<file path="src/pkg/pcoc_params.svh">
/*
 * Address map, field positions and reset values of the PLL channel
 * control bank. Assumes a byte-wide register port with 16-bit addresses.
 */
`ifndef PCOC_PARAMS_SVH
`define PCOC_PARAMS_SVH

// ----------------------------------------------------------------------
// addresses
// ----------------------------------------------------------------------
`define PCOC_ADDR_OUTPUT 16'h0A21
`define PCOC_ADDR_MODE 16'h0A22
`define PCOC_ADDR_RESET 16'h0A23
`define PCOC_ADDR_STATUS 16'h0A2F
`define PCOC_CH_STRIDE 16'h0020

// ----------------------------------------------------------------------
// output control fields
// ----------------------------------------------------------------------
`define PCOC_OUT_B_DIS 3
`define PCOC_OUT_A_DIS 2
`define PCOC_OUT_B_PD 1
`define PCOC_OUT_A_PD 0
`define PCOC_OUT_RST_VAL 4'h0

// ----------------------------------------------------------------------
// user mode fields
// ----------------------------------------------------------------------
`define PCOC_REF_HI 6
`define PCOC_REF_LO 5
`define PCOC_SW_HI 4
`define PCOC_SW_LO 2
`define PCOC_HOLD_BIT 1
`define PCOC_FREE_BIT 0
`define PCOC_REF_RST_VAL 2'h0

// ----------------------------------------------------------------------
// self-clearing reset fields
// ----------------------------------------------------------------------
`define PCOC_RST_FILT 2
`define PCOC_RST_HIST 1
`define PCOC_RST_SYNC 0
`define PCOC_RST_RST_VAL 3'h0

// ----------------------------------------------------------------------
// status fields
// ----------------------------------------------------------------------
`define PCOC_ST_FREE 0
`define PCOC_ST_HOLD 1
`define PCOC_ST_HIST 2

`endif

</file>
<file path="src/pkg/pcoc_pkg.sv">
/*
 * Types shared by the PLL channel control bank.
 * Assumes nothing beyond a SystemVerilog compiler.
 */
package pcoc_pkg;

    typedef logic [7:0] pcoc_byte_t;

    typedef enum logic [2:0] {
        PCOC_SW_AUTO_REV = 3'b000,
        PCOC_SW_AUTO_NONREV = 3'b001,
        PCOC_SW_MAN_AUTOFB = 3'b010,
        PCOC_SW_MAN_HOLDFB = 3'b011,
        PCOC_SW_MAN_NOFB = 3'b100
    } pcoc_swmode_e;

    typedef enum logic [1:0] {
        PCOC_LOOP_NORMAL = 2'b00,
        PCOC_LOOP_HOLD = 2'b01,
        PCOC_LOOP_FREE = 2'b10
    } pcoc_loop_e;

endpackage

</file>
<file path="src/pkg/pcoc_ctl_if.sv">
/*
 * Carries one channel's stored control fields from the register bank
 * to the loop mode logic and the top. Assumes one shared clock.
 */
`timescale 1ns/1ps
`default_nettype none

interface pcoc_ctl_if;
    import pcoc_pkg::*;

    logic [3:0] out_ctl;
    logic [1:0] man_ref;
    pcoc_swmode_e sw_mode;
    logic user_hold;
    logic user_free;
    logic [2:0] rst_act;

    modport bank (
        output out_ctl,
        output man_ref,
        output sw_mode,
        output user_hold,
        output user_free,
        output rst_act
    );

    modport user (
        input out_ctl,
        input man_ref,
        input sw_mode,
        input user_hold,
        input user_free,
        input rst_act
    );
endinterface

`default_nettype wire

</file>
<file path="src/rtl/pcoc_chan_bank.sv">
/*
 * Stored registers of one PLL channel: output control, user mode and
 * the self-clearing reset bits. Assumes decoded one-cycle write strobes.
 */
`timescale 1ns/1ps
`default_nettype none
`include "pcoc_params.svh"

module pcoc_chan_bank
    import pcoc_pkg::*;
(
    input wire logic clk,
    input wire logic rst,
    input wire logic wr_output,
    input wire logic wr_mode,
    input wire logic wr_reset,
    input wire pcoc_byte_t wdata,
    pcoc_ctl_if.bank ctl
);

    logic [2:0] sw_code;

    assign sw_code = wdata[`PCOC_SW_HI:`PCOC_SW_LO];

    // ------------------------------------------------------------------
    // output control
    // ------------------------------------------------------------------
    always_ff @(posedge clk) begin
        if (rst) begin
            ctl.out_ctl <= `PCOC_OUT_RST_VAL;
        end else if (wr_output) begin
            ctl.out_ctl <= wdata[3:0];
        end
    end

    // ------------------------------------------------------------------
    // user mode
    // ------------------------------------------------------------------
    always_ff @(posedge clk) begin
        if (rst) begin
            ctl.man_ref <= `PCOC_REF_RST_VAL;
            ctl.sw_mode <= PCOC_SW_AUTO_REV;
            ctl.user_hold <= 1'b0;
            ctl.user_free <= 1'b0;
        end else if (wr_mode) begin
            ctl.man_ref <= wdata[`PCOC_REF_HI:`PCOC_REF_LO];
            // unused codes keep the previous mode
            if (sw_code <= PCOC_SW_MAN_NOFB) begin
                ctl.sw_mode <= pcoc_swmode_e'(sw_code);
            end
            ctl.user_hold <= wdata[`PCOC_HOLD_BIT];
            ctl.user_free <= wdata[`PCOC_FREE_BIT];
        end
    end

    // ------------------------------------------------------------------
    // self-clearing resets: live for one cycle only
    // ------------------------------------------------------------------
    always_ff @(posedge clk) begin
        if (rst) begin
            ctl.rst_act <= `PCOC_RST_RST_VAL;
        end else if (wr_reset) begin
            ctl.rst_act <= wdata[2:0];
        end else begin
            ctl.rst_act <= `PCOC_RST_RST_VAL;
        end
    end

endmodule

`default_nettype wire

</file>
<file path="src/rtl/pcoc_loop_mode.sv">
/*
 * Loop state and switchover decode for one channel. Assumes the
 * history flag comes from logic on the same clock.
 */
`timescale 1ns/1ps
`default_nettype none
`include "pcoc_params.svh"

module pcoc_loop_mode
    import pcoc_pkg::*;
(
    input wire logic clk,
    input wire logic rst,
    input wire logic history_avail,
    pcoc_ctl_if.user ctl,
    output var pcoc_loop_e loop_state,
    output logic sw_auto,
    output logic sw_revert,
    output logic fb_auto,
    output logic fb_hold
);

    pcoc_loop_e loop_next;

    // ------------------------------------------------------------------
    // forced loop state
    // ------------------------------------------------------------------
    always_comb begin
        loop_next = PCOC_LOOP_NORMAL;
        if (ctl.user_free) begin
            loop_next = PCOC_LOOP_FREE;
        end else if (ctl.user_hold && !history_avail) begin
            loop_next = PCOC_LOOP_FREE;
        end else if (ctl.user_hold) begin
            loop_next = PCOC_LOOP_HOLD;
        end
    end

    always_ff @(posedge clk) begin
        if (rst) begin
            loop_state <= PCOC_LOOP_NORMAL;
        end else begin
            loop_state <= loop_next;
        end
    end

    // ------------------------------------------------------------------
    // switchover decode
    // ------------------------------------------------------------------
    always_ff @(posedge clk) begin
        if (rst) begin
            sw_auto <= 1'b1;
            sw_revert <= 1'b1;
            fb_auto <= 1'b0;
            fb_hold <= 1'b0;
        end else begin
            case (ctl.sw_mode)
                PCOC_SW_AUTO_REV: begin
                    sw_auto <= 1'b1;
                    sw_revert <= 1'b1;
                    fb_auto <= 1'b0;
                    fb_hold <= 1'b0;
                end
                PCOC_SW_AUTO_NONREV: begin
                    sw_auto <= 1'b1;
                    sw_revert <= 1'b0;
                    fb_auto <= 1'b0;
                    fb_hold <= 1'b0;
                end
                PCOC_SW_MAN_AUTOFB: begin
                    sw_auto <= 1'b0;
                    sw_revert <= 1'b0;
                    fb_auto <= 1'b1;
                    fb_hold <= 1'b0;
                end
                PCOC_SW_MAN_HOLDFB: begin
                    sw_auto <= 1'b0;
                    sw_revert <= 1'b0;
                    fb_auto <= 1'b0;
                    fb_hold <= 1'b1;
                end
                default: begin
                    sw_auto <= 1'b0;
                    sw_revert <= 1'b0;
                    fb_auto <= 1'b0;
                    fb_hold <= 1'b0;
                end
            endcase
        end
    end

endmodule

`default_nettype wire

</file>
<file path="src/rtl/pcoc_top.sv">
/*
 * Operational control bank for the PLL channels of a clock translator:
 * output driver control, reference mode, forced loop states and
 * self-clearing loop resets, one bank per channel.
 * Assumes a byte-wide register port on CORE_CLK, a synchronous reset,
 * and loop engines that take the control levels and pulses below.
 */
// The plain strobed port was chosen for this implementation.
`timescale 1ns/1ps
`default_nettype none
`include "pcoc_params.svh"

module pcoc_top
    import pcoc_pkg::*;
#(
    parameter int NUM_CHAN = 2
)
(
    input wire logic CORE_CLK,
    input wire logic RST,
    input wire logic [15:0] ADDR,
    input wire logic [7:0] WR_DATA,
    input wire logic WR_EN,
    input wire logic RD_EN,
    output logic [7:0] RD_DATA,
    input wire logic [NUM_CHAN-1:0] HISTORY_AVAIL,
    output logic [NUM_CHAN-1:0] OUT_A_DRIVER_OFF,
    output logic [NUM_CHAN-1:0] OUT_B_DRIVER_OFF,
    output logic [NUM_CHAN-1:0] OUT_A_DIVIDER_OFF,
    output logic [NUM_CHAN-1:0] OUT_B_DIVIDER_OFF,
    output logic [2*NUM_CHAN-1:0] MANUAL_REF,
    output logic [NUM_CHAN-1:0] SWITCH_AUTO,
    output logic [NUM_CHAN-1:0] SWITCH_REVERTIVE,
    output logic [NUM_CHAN-1:0] FALLBACK_AUTO,
    output logic [NUM_CHAN-1:0] FALLBACK_HOLDOVER,
    output logic [NUM_CHAN-1:0] LOOP_HOLDOVER,
    output logic [NUM_CHAN-1:0] LOOP_FREE_RUN,
    output logic [NUM_CHAN-1:0] LOOP_FILTER_RST,
    output logic [NUM_CHAN-1:0] TUNING_WORD_HIST_CLR,
    output logic [NUM_CHAN-1:0] AUTOSYNC_RST
);

    // ------------------------------------------------------------------
    // address decode
    // ------------------------------------------------------------------
    function automatic logic reg_hit(
        input logic [15:0] addr,
        input logic [15:0] ofs,
        input logic [15:0] ch
    );
        logic [15:0] chan_ofs;
        chan_ofs = 16'(ch * `PCOC_CH_STRIDE);
        return addr == 16'(ofs + chan_ofs);
    endfunction

    pcoc_byte_t chan_rd [NUM_CHAN];
    pcoc_byte_t rd_next;

    // ------------------------------------------------------------------
    // per-channel bank
    // ------------------------------------------------------------------
    for (genvar c = 0; c < NUM_CHAN; c++) begin : g_chan
        localparam logic [15:0] CH = 16'(c);

        pcoc_ctl_if ctl ();

        logic wr_output;
        logic wr_mode;
        logic wr_reset;
        pcoc_loop_e loop_state;
        logic sw_auto;
        logic sw_revert;
        logic fb_auto;
        logic fb_hold;

        assign wr_output = WR_EN && reg_hit(ADDR, `PCOC_ADDR_OUTPUT, CH);
        assign wr_mode = WR_EN && reg_hit(ADDR, `PCOC_ADDR_MODE, CH);
        assign wr_reset = WR_EN && reg_hit(ADDR, `PCOC_ADDR_RESET, CH);

        pcoc_chan_bank u_bank (
            .clk(CORE_CLK),
            .rst(RST),
            .wr_output(wr_output),
            .wr_mode(wr_mode),
            .wr_reset(wr_reset),
            .wdata(WR_DATA),
            .ctl(ctl.bank)
        );

        pcoc_loop_mode u_mode (
            .clk(CORE_CLK),
            .rst(RST),
            .history_avail(HISTORY_AVAIL[c]),
            .ctl(ctl.user),
            .loop_state(loop_state),
            .sw_auto(sw_auto),
            .sw_revert(sw_revert),
            .fb_auto(fb_auto),
            .fb_hold(fb_hold)
        );

        // --------------------------------------------------------------
        // read data of this channel
        // --------------------------------------------------------------
        always_comb begin
            chan_rd[c] = 8'h00;
            if (reg_hit(ADDR, `PCOC_ADDR_OUTPUT, CH)) begin
                chan_rd[c][3:0] = ctl.out_ctl;
            end else if (reg_hit(ADDR, `PCOC_ADDR_MODE, CH)) begin
                chan_rd[c][`PCOC_REF_HI:`PCOC_REF_LO] = ctl.man_ref;
                chan_rd[c][`PCOC_SW_HI:`PCOC_SW_LO] = ctl.sw_mode;
                chan_rd[c][`PCOC_HOLD_BIT] = ctl.user_hold;
                chan_rd[c][`PCOC_FREE_BIT] = ctl.user_free;
            end else if (reg_hit(ADDR, `PCOC_ADDR_RESET, CH)) begin
                // high only in the cycle the reset acts
                chan_rd[c][2:0] = ctl.rst_act;
            end else if (reg_hit(ADDR, `PCOC_ADDR_STATUS, CH)) begin
                chan_rd[c][`PCOC_ST_FREE] = loop_state == PCOC_LOOP_FREE;
                chan_rd[c][`PCOC_ST_HOLD] = loop_state == PCOC_LOOP_HOLD;
                chan_rd[c][`PCOC_ST_HIST] = HISTORY_AVAIL[c];
            end
        end

        // --------------------------------------------------------------
        // output drivers and dividers
        // --------------------------------------------------------------
        // power-down implies driver off too, so one bit serves both
        always_ff @(posedge CORE_CLK) begin
            if (RST) begin
                OUT_A_DRIVER_OFF[c] <= 1'b0;
                OUT_B_DRIVER_OFF[c] <= 1'b0;
                OUT_A_DIVIDER_OFF[c] <= 1'b0;
                OUT_B_DIVIDER_OFF[c] <= 1'b0;
            end else begin
                OUT_A_DRIVER_OFF[c] <= ctl.out_ctl[`PCOC_OUT_A_DIS]
                    || ctl.out_ctl[`PCOC_OUT_A_PD];
                OUT_B_DRIVER_OFF[c] <= ctl.out_ctl[`PCOC_OUT_B_DIS]
                    || ctl.out_ctl[`PCOC_OUT_B_PD];
                // divider keeps running on a plain disable: sync held
                OUT_A_DIVIDER_OFF[c] <= ctl.out_ctl[`PCOC_OUT_A_PD];
                OUT_B_DIVIDER_OFF[c] <= ctl.out_ctl[`PCOC_OUT_B_PD];
            end
        end

        // --------------------------------------------------------------
        // reference and switchover
        // --------------------------------------------------------------
        always_ff @(posedge CORE_CLK) begin
            if (RST) begin
                MANUAL_REF[2*c +: 2] <= `PCOC_REF_RST_VAL;
            end else begin
                MANUAL_REF[2*c +: 2] <= ctl.man_ref;
            end
        end

        assign SWITCH_AUTO[c] = sw_auto;
        assign SWITCH_REVERTIVE[c] = sw_revert;
        assign FALLBACK_AUTO[c] = fb_auto;
        assign FALLBACK_HOLDOVER[c] = fb_hold;

        // --------------------------------------------------------------
        // forced loop state
        // --------------------------------------------------------------
        assign LOOP_HOLDOVER[c] = loop_state == PCOC_LOOP_HOLD;
        assign LOOP_FREE_RUN[c] = loop_state == PCOC_LOOP_FREE;

        // --------------------------------------------------------------
        // loop reset pulses
        // --------------------------------------------------------------
        always_ff @(posedge CORE_CLK) begin
            if (RST) begin
                LOOP_FILTER_RST[c] <= 1'b0;
                TUNING_WORD_HIST_CLR[c] <= 1'b0;
                AUTOSYNC_RST[c] <= 1'b0;
            end else begin
                LOOP_FILTER_RST[c] <= ctl.rst_act[`PCOC_RST_FILT];
                TUNING_WORD_HIST_CLR[c] <=
                    ctl.rst_act[`PCOC_RST_HIST];
                AUTOSYNC_RST[c] <= ctl.rst_act[`PCOC_RST_SYNC];
            end
        end
    end

    // ------------------------------------------------------------------
    // read port
    // ------------------------------------------------------------------
    // at most one channel matches, so an or-merge is enough
    always_comb begin
        rd_next = 8'h00;
        for (int i = 0; i < NUM_CHAN; i++) begin
            rd_next = rd_next | chan_rd[i];
        end
    end

    // unmapped addresses read zero; data holds one cycle only
    always_ff @(posedge CORE_CLK) begin
        if (RST) begin
            RD_DATA <= 8'h00;
        end else if (RD_EN) begin
            RD_DATA <= rd_next;
        end else begin
            RD_DATA <= 8'h00;
        end
    end

endmodule

`default_nettype wire

</file>
<file path="config.mk">
export PLATFORM = sky130hd
export DESIGN_NAME = pcoc_top
export DESIGN_NICKNAME = d
export VERILOG_FILES = /design/src/pkg/pcoc_pkg.sv /design/src/pkg/pcoc_ctl_if.sv /design/src/rtl/pcoc_chan_bank.sv /design/src/rtl/pcoc_loop_mode.sv /design/src/rtl/pcoc_top.sv
export VERILOG_INCLUDE_DIRS = /design/src /design/src/pkg
export SDC_FILE = /design/constraint.sdc
export NUM_CORES = 1
export LEC_CHECK = 0
export BUFFER_PORTS_ARGS = -buffer_cell sky130_fd_sc_hd__buf_2
export CELL_PAD_IN_SITES_DETAIL_PLACEMENT = 0
export CELL_PAD_IN_SITES_GLOBAL_PLACEMENT = 2
export CORE_MARGIN = 2
export CORE_UTILIZATION = 29
export CTS_BUF_LIST = sky130_fd_sc_hd__clkbuf_8
export DETAILED_ROUTE_END_ITERATION = 12
export PLACE_DENSITY_LB_ADDON = 0.1
export RECOVER_POWER = 50
export SLEW_MARGIN = 30
export SYNTH_ARGS = -nofsm -noshare
export SYNTH_HDL_FRONTEND = slang
export SYNTH_SLANG_ARGS = --single-unit
</file>
<file path="constraint.sdc">
create_clock -name CORE_CLK -period 1.7 [get_ports CORE_CLK]
set_clock_uncertainty 0.2 [all_clocks]
set_input_delay 0.085 -clock CORE_CLK [delete_from_list [all_inputs] [get_ports CORE_CLK]]
set_output_delay 0.085 -clock CORE_CLK [all_outputs]
set_load 0.01 [all_outputs]
</file>
==> summary.txt, run 1 <==
Outcome
  • Status: complete, no violations

GRT
  • Initial antenna violation count: 0
  • Global-route wire length before repair: 11,200 um
  • Grt ovf: 0
  • Gr busiest metal: met2
  • Met1 GRT Util: 21.4%
  • Largest net degree at the start of global routing: 30
  • Grt met3 use: under 10%
  • GRT met2 Usage: 21.7%
  • Tot GR Track Use: 15.1%
  • Vias in the first global route: about 2,100

Timing
  • WHS: 0.0317 ns
  • RSZ-0062 raised after global routing: false
  • Worst relative slew slack: 61.1%
  • Final Hold Vio Count: 0
  • Final slew viol count: 0
  • Worst Tran Pin Value: 0.584 ns
  • Post-route minimum period: 1.56 ns
  • Final cycle utilization of the critical path: 92.0%
  • Achievable Freq: 639 MHz
  • Final setup violation count: 0

Clocking
  • Root buffer cell: clkbuf_8
  • Hold buffer count at CTS: 12
  • CTS Sinks: 65
  • CTS tree: done
  • Clock insertion delay at the later pin of the skew report: 0.34 ns
  • CTS clk-pin slew, worst paths: 0.07 ns
  • Clk buf depth: 2
  • Setup bufs post-CTS: 0
  • PostCTS Resize Cnt: 0
  • H-Tree Depth: 3
  • Num CTS Buffers: 9

Setup path
  • Setup crit start: RST
  • Cells along the critical path: dlygate4sd3_1 > clkbuf_1 > nor2b_1 > nand2_1 > nor3_1 > nand2_1 > nand3_1
  • CP delay by family, top: simple AND/OR/NAND/NOR gates
  • CP Capture Type: flop
  • Crit path launch type: input port
  • CP Data Required Time: 1.78 ns
  • CP peak stage delay: 0.54 ns
  • CP arrival: 1.65 ns
  • CP Buf/Inv Count: 2
  • Critical path fanouts, max: 5
  • Reg2reg start: g_chan[0].u_mode.loop_state[0]
  • Critical path type: input port to flop
  • CP dominant cell by count: nand2_1
  • Worst path slowest cell: dlygate4sd3_1

Logic synthesis
  • Prevailing post-synth register cell: dfxtp_1
  • Mapped Cells: 269
  • Syn. warnings: 0
  • Netlist cell types: 37
  • Async SR Flop Fraction: 0%
  • Avg Inst Size Synth: ~9.6 sq um
  • Synthesized area: 2570 sq um
  • Sequential area share after synthesis: between 50% and 60%
  • Post-synthesis sequential element count: 65
  • Post-Syn Nets: 299
  • Post-synth EDFFs: 0

Floorplan
  • Top Ports: 68
  • Die footprint: 9650 sq um
  • Row count: 34
  • Die Wd: 98.2 um
  • Initial core utilization: 29.7%
  • Core footprint: between 8000 and 9000 sq um
  • Die height: approximately 98 um

Pwr
  • P_leak: 0.00125 uW
  • Pwr dens: 928 nW/um^2
  • Max VDD drop: 0.334 mV

Flow run
  • Maxcap violations: 0

Detailed routing
  • Via-per-instance ratio: 4.68
  • Via count: 2,191
  • Post-route ant nets: 0
  • # DRC: 0
  • Pre-antenna DRT Iters: 4
  • Avg WL per Cell: 14.8 um
  • Post-Route WL: 6950 um
  • Starting DRT DRC Count: 117

Worst hold path
  • Worst min-delay path startpoint: ADDR[3]
  • Hold Path Class: input port to flop

Cells and area
  • Layout area overhead: 29.3%
  • Share of layout cells above drive strength 1: 21.9%
  • Nets: a little under 400
  • Ant diodes: 0
  • Final cell count without fillers: 468

Placed design
  • Placed insts: 440
  • Port buffer count: 65
  • DPL Wire Length: between 5000 and 6000 um
  • GP Congestion: 0.808
[worst min-delay path, delay by kind of cell]
| family | cells | cell delay, ns |
|---|---|---|
| AOI/OAI and AO/OA | 1 | 0.17 |
| buffers and inverters | 1 | 0.09 |
| and+or+nand+nor | 2 | 0.19 |
[cell families (layout without fill, tap and decap cells)]
family	after synthesis	in the layout	share of synthesized area, %
buffers and inverters	27	118	5.98
DFF	65	65	50.5
AOI/OAI and AO/OA	50	50	12.3
muxes	13	13	5.05
and+or+nand+nor	113	113	26.0
other	1	1	0.146
[sequential cells by signal, indices dropped and copies added, names as in the netlist, 4 cells and up]
register                   cells
g_chan.u_bank.ctl.out_ctl      8
g_chan.u_bank.ctl.man_ref      4
RD_DATA                        7
g_chan.u_bank.ctl.rst_act      6
MANUAL_REF                     4
g_chan.u_bank.ctl.sw_mode      6
g_chan.u_mode.loop_state       4
[placed cells by master, fill, tap and decap left out, drive strengths merged, types with 3 or more instances in the layout]
cell / count
dfxtp: 65
buf: 48
clkbuf: 45
nor2: 35
nor2b: 19
nand2: 16
o21ai: 14
mux2i: 13
dlygate4sd3: 12
a21oi: 10
a22oi: 9
nand3: 9
inv: 7
and2: 7
nor3: 7
a211oi: 6
nor4: 6
nor4b: 5
o31ai: 4
a31oi: 4
clkinv: 3
[stage by stage]
step / total power [uW] / util [%] / setup TNS [ns] / cell area (sq um) / worst slack, ns
after floorplan: 1620 / - / 0 / 2570 / 0.112
after global placement: 1700 / 35.1 / -0.776 / 3050 / -0.0699
after detailed placement: 1700 / 35.1 / -0.779 / 3050 / -0.0853
after CTS: 3140 / 38.9 / 0 / 3380 / 0.136
after global routing: 3220 / 38.4 / 0 / 3330 / 0.0291
final: 3090 / 38.4 / 0 / 3330 / 0.135
[cell type report]
| class | count | area, sq um |
|---|---|---|
| multi-input combinational | 177 | 1120 |
| fill | 952 | 5350 |
| sequential | 65 | 1300 |
| clock buffer | 9 | 124 |
| inverter | 6 | 22.5 |
| clock inverter | 7 | 86.3 |
| tap | 108 | 135 |
| timing repair buffer | 96 | 541 |
[synthesized netlist by cell type (6+ instances only)]
| library cell | instances | area [sq um] |
|---|---|---|
| a22oi_1 | 9 | 67.6 |
| nand2_1 | 16 | 60.1 |
| clkbuf_1 | 7 | 26.3 |
| dfxtp_1 | 65 | 1300 |
| nand3_1 | 7 | 35.0 |
| mux2i_1 | 13 | 130 |
| a211oi_1 | 6 | 45.0 |
| and2_1 | 7 | 43.8 |
| o21ai_0 | 14 | 70.1 |
| buf_4 | 9 | 67.6 |
| a21oi_1 | 10 | 50.1 |
| nor2_1 | 32 | 120 |
| nor2b_1 | 19 | 119 |
| inv_1 | 6 | 22.5 |
[worst paths after layout]
path / endpoint / slack (ns) / cells past startpoint
worst max-delay path: RD_DATA[0] / 0.14 / 7
worst min-delay path: RD_DATA[3] / 0.03 / 4
worst min register to register: LOOP_FILTER_RST[1] / 0.26 / 1
worst max register to register: RD_DATA[1] / 0.28 / 5
[power by group]
part / switching [uW] / leakage (uW) / internal (uW) / total [uW]
Clock: 593 / 0.000110 / 812 / 1400
Combinational: 97.3 / 0.000616 / 65.4 / 163
Sequential: 0.00522 / 0.000523 / 1520 / 1520
[metal layers]
| metal | vias up | share of wire (%) | wire (um) |
|---|---|---|---|
| met3 | 7 | 5.4 | 373 |
| met4 | 0 | 0.94 | 65 |
| met5 | - | 0 | 0 |
| li1 | 1114 | - | - |
| met2 | 55 | 43 | 2970 |
| met1 | 1015 | 51 | 3540 |
No activity file was read; power rests on OpenSTA's default activity.
==> run 2, diff against run 1 <==
--- a/config.mk
+++ b/config.mk
@@ -6,7 +6,7 @@
 export SDC_FILE = /design/constraint.sdc
 export NUM_CORES = 1
 export LEC_CHECK = 0
-export BUFFER_PORTS_ARGS = -buffer_cell sky130_fd_sc_hd__buf_2
+export BUFFER_PORTS_ARGS = -buffer_cell sky130_fd_sc_hd__buf_4
 export CELL_PAD_IN_SITES_DETAIL_PLACEMENT = 0
 export CELL_PAD_IN_SITES_GLOBAL_PLACEMENT = 2
 export CORE_MARGIN = 2
==> run 2 against run 1 <==
Combinational power grew 15%. Largest cell class unchanged. Power grew 0.86%. Hold slack better by 0.0045 ns. Via count grew 0.46%. Critical path depth did not move. Sequential share of layout area down 1.1 points. Register-to-register slack improved by 0.12 ns. Global-route usage is 0.43 points higher. Non-clock buffer count is 1 higher. Cell count is 0.21% higher. Count of clock-buffer cells in the layout stayed put.
==> summary.txt, run 2 (synthesis gave the netlist of run 1 again) <==
Timing
  • RSZ-0062 raised after global routing: false
  • Post-route minimum period: 1.52 ns (-0.0414 ns)
  • Final slew viol count: 0 (unchanged)
  • Fin worst setup slack: 0.177 ns (+0.0414 ns)
  • Final cycle utilization of the critical path: 89.6% (-2.4 points)
  • Final Hold Vio Count: 0 (unchanged)
  • Final setup violation count: 0 (unchanged)
  • Achievable Freq: 656 MHz (+2.7%)
  • WHS: 0.0363 ns (+0.00452 ns)

GRT
  • GRT met2 Usage: 22.4% (+0.68 points)
  • Largest net degree at the start of global routing: 27 (-10%)
  • Tot GR Track Use: 15.5% (+0.43 points)
  • Vias in the first global route: 2,106 (-1.9%)
  • Gr busiest metal: met2
  • Initial antenna violation count: 0 (unchanged)
  • Grt met3 use: 5.23% (+0.50 points)
  • Global-route wire length before repair: 11,300 um (+1.2%)
  • Met1 GRT Util: 21.3% (-0.095 points)
  • Grt ovf: 0 (unchanged)

Cells and area
  • Final Cell Area: 3420 sq um (+2.8%)
  • Number of flip-flops in the largest register: 8 (unchanged)
  • Top Registers: g_chan.u_bank.ctl.out_ctl x8, RD_DATA x7
  • Commonest non-fill, non-tap cell in the layout: dfxtp_1
  • Ant diodes: 0 (unchanged)
  • Nets: 386 (+0.26%)
  • Top reg by flops: g_chan.u_bank.ctl.out_ctl
  • # fillers: 911 (-4.3%)
  • Multi-input logic area: 1120 sq um (unchanged)
  • Most frequent cells in the layout: dfxtp_1, buf_4, clkbuf_1, nor2_1, nor2b_1
  • Register area: 1300 sq um (unchanged)
  • Share of layout cells above drive strength 1: 22.4% (+0.49 points)
  • Final cell count without fillers: 469 (+0.21%)
  • Layout area overhead: 32.9%

Clocking
  • Clk buf depth: 2 (unchanged)
  • Root buffer cell: clkbuf_8
  • Clock insertion delay at the later pin of the skew report: 0.34 ns (about the same)
  • CTS Sinks: 65 (unchanged)
  • CTS tree: done
  • H-Tree Depth: 3 (unchanged)
  • Num CTS Buffers: 9 (unchanged)
  • CTS clk-pin slew, worst paths: 0.07 ns (about the same)

Worst hold path
  • Hold Path Class: input port to flop
  • Worst min-delay path startpoint: ADDR[3]
  • Hold depth: 4 (unchanged)
  • Hold EP: RD_DATA[3]

Placed design
  • Port buffer count: 65 (unchanged)
  • Area after DPL: 3220 sq um (+5.6%)
  • DPL Wire Length: 5330 um (+1.3%)
  • GP Congestion: 0.838 (+3.7%)
  • Dpl ws: -0.0802 ns (+0.00512 ns)
  • Placed insts: 441 (+0.23%)

Floorplan
  • Die Wd: 98.2 um (unchanged)
  • Die footprint: 9650 sq um (unchanged)
  • Die height: 98.2 um (unchanged)
  • Core footprint: 8680 sq um (unchanged)
  • Row count: 34 (unchanged)
  • Initial core utilization: 29.7% (unchanged)
  • Top Ports: 68 (unchanged)

Detailed routing
  • Avg WL per Cell: 15.2 um (+2.6%)
  • Post-route ant nets: 0 (unchanged)
  • Post-Route WL: 7140 um (+2.9%)
  • Starting DRT DRC Count: 79 (-32%)
  • # DRC: 0 (unchanged)
  • Via count: 2,201 (+0.46%)
  • Pre-antenna DRT Iters: 6 (+2)
  • Via-per-instance ratio: 4.69 (+0.24%)

Flow run
  • Maxcap violations: 0 (unchanged)

Pwr
  • Part of the power in registers: 48.8% (-0.5 points)
  • Total power: 3120 uW (+0.86%)
  • Power share of the combinational group: 6.0% (+0.7 points)
  • Clock power frac: 45.2% (-0.3 points)
  • Sw Share: 22.3% (-0.052 points)
  • NetSw: 694 uW (+0.63%)
  • Pwr dens: 910 nW/um^2 (-1.9%)
  • Max VDD drop: 0.392 mV (+17%)
  • Pint: 2420 uW (+0.93%)
  • P_leak: 0.00128 uW (+2.7%)

Setup path
  • Critical path type: input port to flop
  • Worst reg2reg path depth: 5 (unchanged)
  • CP arrival: 1.60 ns (-0.05 ns)
  • Crit path launch type: input port
  • CP Data Required Time: 1.78 ns (about the same)
  • Cells along the critical path: dlygate4sd3_1 > buf_4 > nor2b_1 > nand2_1 > nor3_1 > nand2_1 > nand3_1
  • CP dominant cell by count: nand2_1
  • Reg2reg start: g_chan[0].u_mode.loop_state[0]
  • R2R Path End: RD_DATA[1]
  • CP delay by family, top: buffers and inverters
  • CP peak stage delay: 0.54 ns (about the same)
  • Setup crit start: RST
  • Critical path fanouts, max: 26 (+21)
  • CP Capture Type: flop
  • CP Buf/Inv Count: 2 (unchanged)
  • Reg2reg setup slack: 0.40 ns (+0.12 ns)
  • Worst path slowest cell: dlygate4sd3_1

Outcome
  • Status: complete, no violations
run 2: power groups by stage:
| stage | Clock (uW) | Combinational, uW | Sequential [uW] |
|---|---|---|---|
| finish | 1410 | 187 | 1520 |
| global route | 1530 | 203 | 1520 |
| CTS | 1460 | 188 | 1520 |
| detailed placement | 0 | 166 | 1560 |
| global placement | 0 | 166 | 1560 |
| floorplan | 0 | 62.9 | 1560 |
run 2: worst max path at each step:
stage | endpoint | slack (ns) | depth (start not counted)
2_1_floorplan | g_chan[0].u_bank.ctl.out_ctl[0] | 0.11 | 5
3_3_place_gp | g_chan[1].u_bank.ctl.out_ctl[0] | -0.07 | 7
3_5_place_dp | g_chan[1].u_bank.ctl.out_ctl[1] | -0.08 | 7
4_1_cts | RD_DATA[1] | 0.19 | 7
5_1_grt | RD_DATA[1] | 0.06 | 7
6_report | RD_DATA[1] | 0.18 | 7
run 2: metrics by stage:
step                      setup TNS [ns]  util [%]
after floorplan                        0         -
after global placement            -0.553      37.1
after detailed placement          -0.792      37.1
after CTS                              0      40.9
after global routing                   0      39.4
final                                  0      39.4
run 2: area by class of cell:
class / instances / share of cell area [%]
timing repair buffer: 97 / 18.5
tap: 108 / 3.95
sequential: 65 / 38.0
inverter: 6 / 0.658
clock buffer: 9 / 3.62
multi-input combinational: 177 / 32.7
clock inverter: 7 / 2.52
run 2: timing repair:
action                                  4_1_cts  5_1_grt
endpoints found under the hold margin        51        0
hold buffers                                 12        0
endpoints found under the setup margin        0        0
setup buffers                                 0        0
gates resized for setup                       0        0
run 2: worst register-to-register path, stage by stage, from the launching register on:
cell     delay, ns
dfxtp_1       0.32
nor2b_1       0.20
a22oi_1       0.11
nor4_1        0.21
o21ai_0       0.11
nand3_1       0.10
run 2: routing by layer:
metal,share of wire (%),up-vias
li1,-,1113
met1,52,1021
met2,41,61
met3,5.7,6
met4,1.1,0
met5,0,-
==> run 3, diff against run 2 <==
--- a/config.mk
+++ b/config.mk
@@ -13,8 +13,9 @@
 export CORE_UTILIZATION = 29
 export CTS_BUF_LIST = sky130_fd_sc_hd__clkbuf_8
 export DETAILED_ROUTE_END_ITERATION = 12
-export PLACE_DENSITY_LB_ADDON = 0.1
+export PLACE_DENSITY_LB_ADDON = 0.2
 export RECOVER_POWER = 50
+export REMOVE_ABC_BUFFERS = 1
 export SLEW_MARGIN = 30
 export SYNTH_ARGS = -nofsm -noshare
 export SYNTH_HDL_FRONTEND = slang
==> run 3 against run 2 <==
First-iteration DRC count is 6.3% lower. Combinational power hardly changed. Largest cell class unchanged. Power is 3.5% lower. Register-to-register slack worse by 0.21 ns. Sequential cell count stayed put. Worst setup slack better by 0.0097 ns. Largest power group unchanged.
==> summary.txt, run 3 (synthesis gave the netlist of run 1 again) <==
Timing
  • Final setup violation count: 0 (unchanged)
  • Final slew viol count: 0 (unchanged)
  • Achievable Freq: 661 MHz (+0.64%)
  • Worst Tran Pin Value: a little under 0.7 ns
  • RSZ-0062 raised after global routing: false
  • Post-route minimum period: 1.51 ns (-0.00966 ns)
  • Worst relative slew slack: 54.4%
  • WHS: 0.0349 ns (-0.00139 ns)
  • Final cycle utilization of the critical path: 89.0% (-0.57 points)
  • Final Hold Vio Count: 0 (unchanged)
  • Setup TNS: 0 ns (unchanged)

Cells and area
  • Ant diodes: 0 (unchanged)
  • Final Cell Area: 3420 sq um (-0.11%)
  • Commonest non-fill, non-tap cell in the layout: dfxtp_1
  • Top Registers: g_chan.u_bank.ctl.out_ctl x8, RD_DATA x7
  • Most frequent cells in the layout: dfxtp_1, buf_4, clkbuf_1, nor2_1, nor2b_1
  • Layout area overhead: 32.8%
  • Share of layout cells above drive strength 1: 22.9% (+0.43 points)
  • Nets: 388 (+0.52%)
  • Number of flip-flops in the largest register: 8 (unchanged)
  • Final cell count without fillers: 471 (+0.43%)
  • # fillers: 943 (+3.5%)
  • Top reg by flops: g_chan.u_bank.ctl.out_ctl

GRT
  • Global-route wire length before repair: 11,200 um (-1.0%)
  • Largest net degree at the start of global routing: 20 (-26%)
  • Tot GR Track Use: 15.0% (-0.48 points)
  • Initial antenna violation count: 0 (unchanged)
  • Vias in the first global route: 2,163 (+2.7%)
  • Grt ovf: 0 (unchanged)

Flow run
  • Maxcap violations: 0 (unchanged)

Detailed routing
  • # DRC: 0 (unchanged)
  • Post-route ant nets: 0 (unchanged)
  • Via count: 2,201 (unchanged)
  • Starting DRT DRC Count: 74 (-6.3%)
  • Avg WL per Cell: 14.8 um (-2.8%)
  • Pre-antenna DRT Iters: 4 (-2)
  • Post-Route WL: 6970 um (-2.4%)
  • Via-per-instance ratio: 4.67 (-0.42%)

Setup path
  • CP Data Required Time: 1.71 ns (-0.07 ns)
  • CP Capture Type: flop
  • CP arrival: 1.52 ns (-0.08 ns)
  • Crit path launch type: input port
  • Critical path type: input port to flop
  • Critical path fanouts, max: 19 (-27%)

Floorplan
  • Top Ports: 68 (unchanged)
  • Die footprint: 9650 sq um (unchanged)
  • Row count: 34 (unchanged)
  • Core footprint: 8680 sq um (unchanged)
  • Initial core utilization: 29.7% (unchanged)
  • Die Wd: 98.2 um (unchanged)
  • Die height: 98.2 um (unchanged)

Worst hold path
  • Hold Path Class: input port to flop

Pwr
  • NetSw: 725 uW (+4.5%)
  • Sw Share: 24.1% (+1.8 points)
  • Power share of the combinational group: 6.3% (+0.3 points)
  • P_leak: 0.00127 uW (-0.97%)
  • Clock power frac: 43.2% (-2.0 points)
  • Max VDD drop: 0.323 mV (-18%)
  • Pwr dens: 880 nW/um^2 (-3.4%)
  • Pint: 2280 uW (-5.7%)
  • Part of the power in registers: 50.6% (+1.8 points)

Clocking
  • Clock insertion delay at the later pin of the skew report: 0.35 ns (about the same)
  • H-Tree Depth: 3 (unchanged)
  • CTS tree: done
  • CTS Sinks: 65 (unchanged)
  • CTS clk-pin slew, worst paths: 0.08 ns (about the same)
  • Root buffer cell: clkbuf_8
  • Num CTS Buffers: 9 (unchanged)
  • Clk buf depth: 2 (unchanged)

Placed design
  • DPL Wire Length: 5110 um (-4.2%)
  • Port buffer count: 65 (unchanged)
  • Placed insts: 443 (+0.45%)
  • GP Congestion: 0.838 (about the same)
  • Area after DPL: 3230 sq um (+0.47%)

Outcome
  • Status: complete, no violations
## run 3: power groups by stage
stage               sequential, uW  clock, uW  combinational [uW]
detailed placement            1560          0                 170
finish                        1520       1300                 188
global route                  1520       1410                 206
floorplan                     1560          0                40.8
CTS                           1520       1340                 192
global placement              1560          0                 169
## run 3: layer usage
metal / wire [um] / vias to the layer above / part of all wire [%] / GRT usage [%]
li1: - / 1117 / - / -
met1: 3350 / 1020 / 48 / 20.0
met2: 3190 / 60 / 46 / 23.2
met3: 361 / 4 / 5.2 / 3.72
met4: 72 / 0 / 1.0 / 6.32
met5: 0 / - / 0 / 0
## run 3: worst max-delay path: stages
cell,delay (ns)
dlygate4sd3_1,0.53
buf_4,0.24
clkbuf_1,0.56
nor2_1,0.11
## run 3: repair_timing
action                                 4_1_cts  5_1_grt
gates resized for setup                      0        0
endpoints found under the hold margin       46        0
hold buffers                                12        0
buffers inserted                             0        0
## run 3: layout make-up
cell class / instances / area (sq um) / area share [%]
flip-flops and latches: 65 / 1300 / 38.1
multi-input cells: 177 / 1120 / 32.7
repair buffers: 99 / 646 / 18.9
well taps: 108 / 135 / 3.95
clock buffers: 9 / 124 / 3.62
clock inverters: 7 / 71.3 / 2.09
inverters: 6 / 22.5 / 0.659
## run 3: worst paths after layout
kind | to | depth (start not counted) | slack (ns) | start
max | OUT_A_DRIVER_OFF[0] | 4 | 0.19 | RST
min | g_chan[1].u_bank.ctl.out_ctl[2] | 4 | 0.03 | WR_EN
max reg2reg | RD_DATA[0] | 5 | 0.19 | g_chan[0].u_mode.loop_state[1]
min reg2reg | TUNING_WORD_HIST_CLR[1] | 1 | 0.27 | g_chan[1].u_bank.ctl.rst_act[1]
## run 3: per-stage QoR
step           util [%]  power, uW  worst slack [ns]
6_report           39.4       3010             0.186
3_3_place_gp       37.2       1730           -0.0618
5_1_grt            39.4       3140            0.0616
2_1_floorplan         -       1600            -0.140
4_1_cts            40.9       3050             0.196
3_5_place_dp       37.2       1730           -0.0653
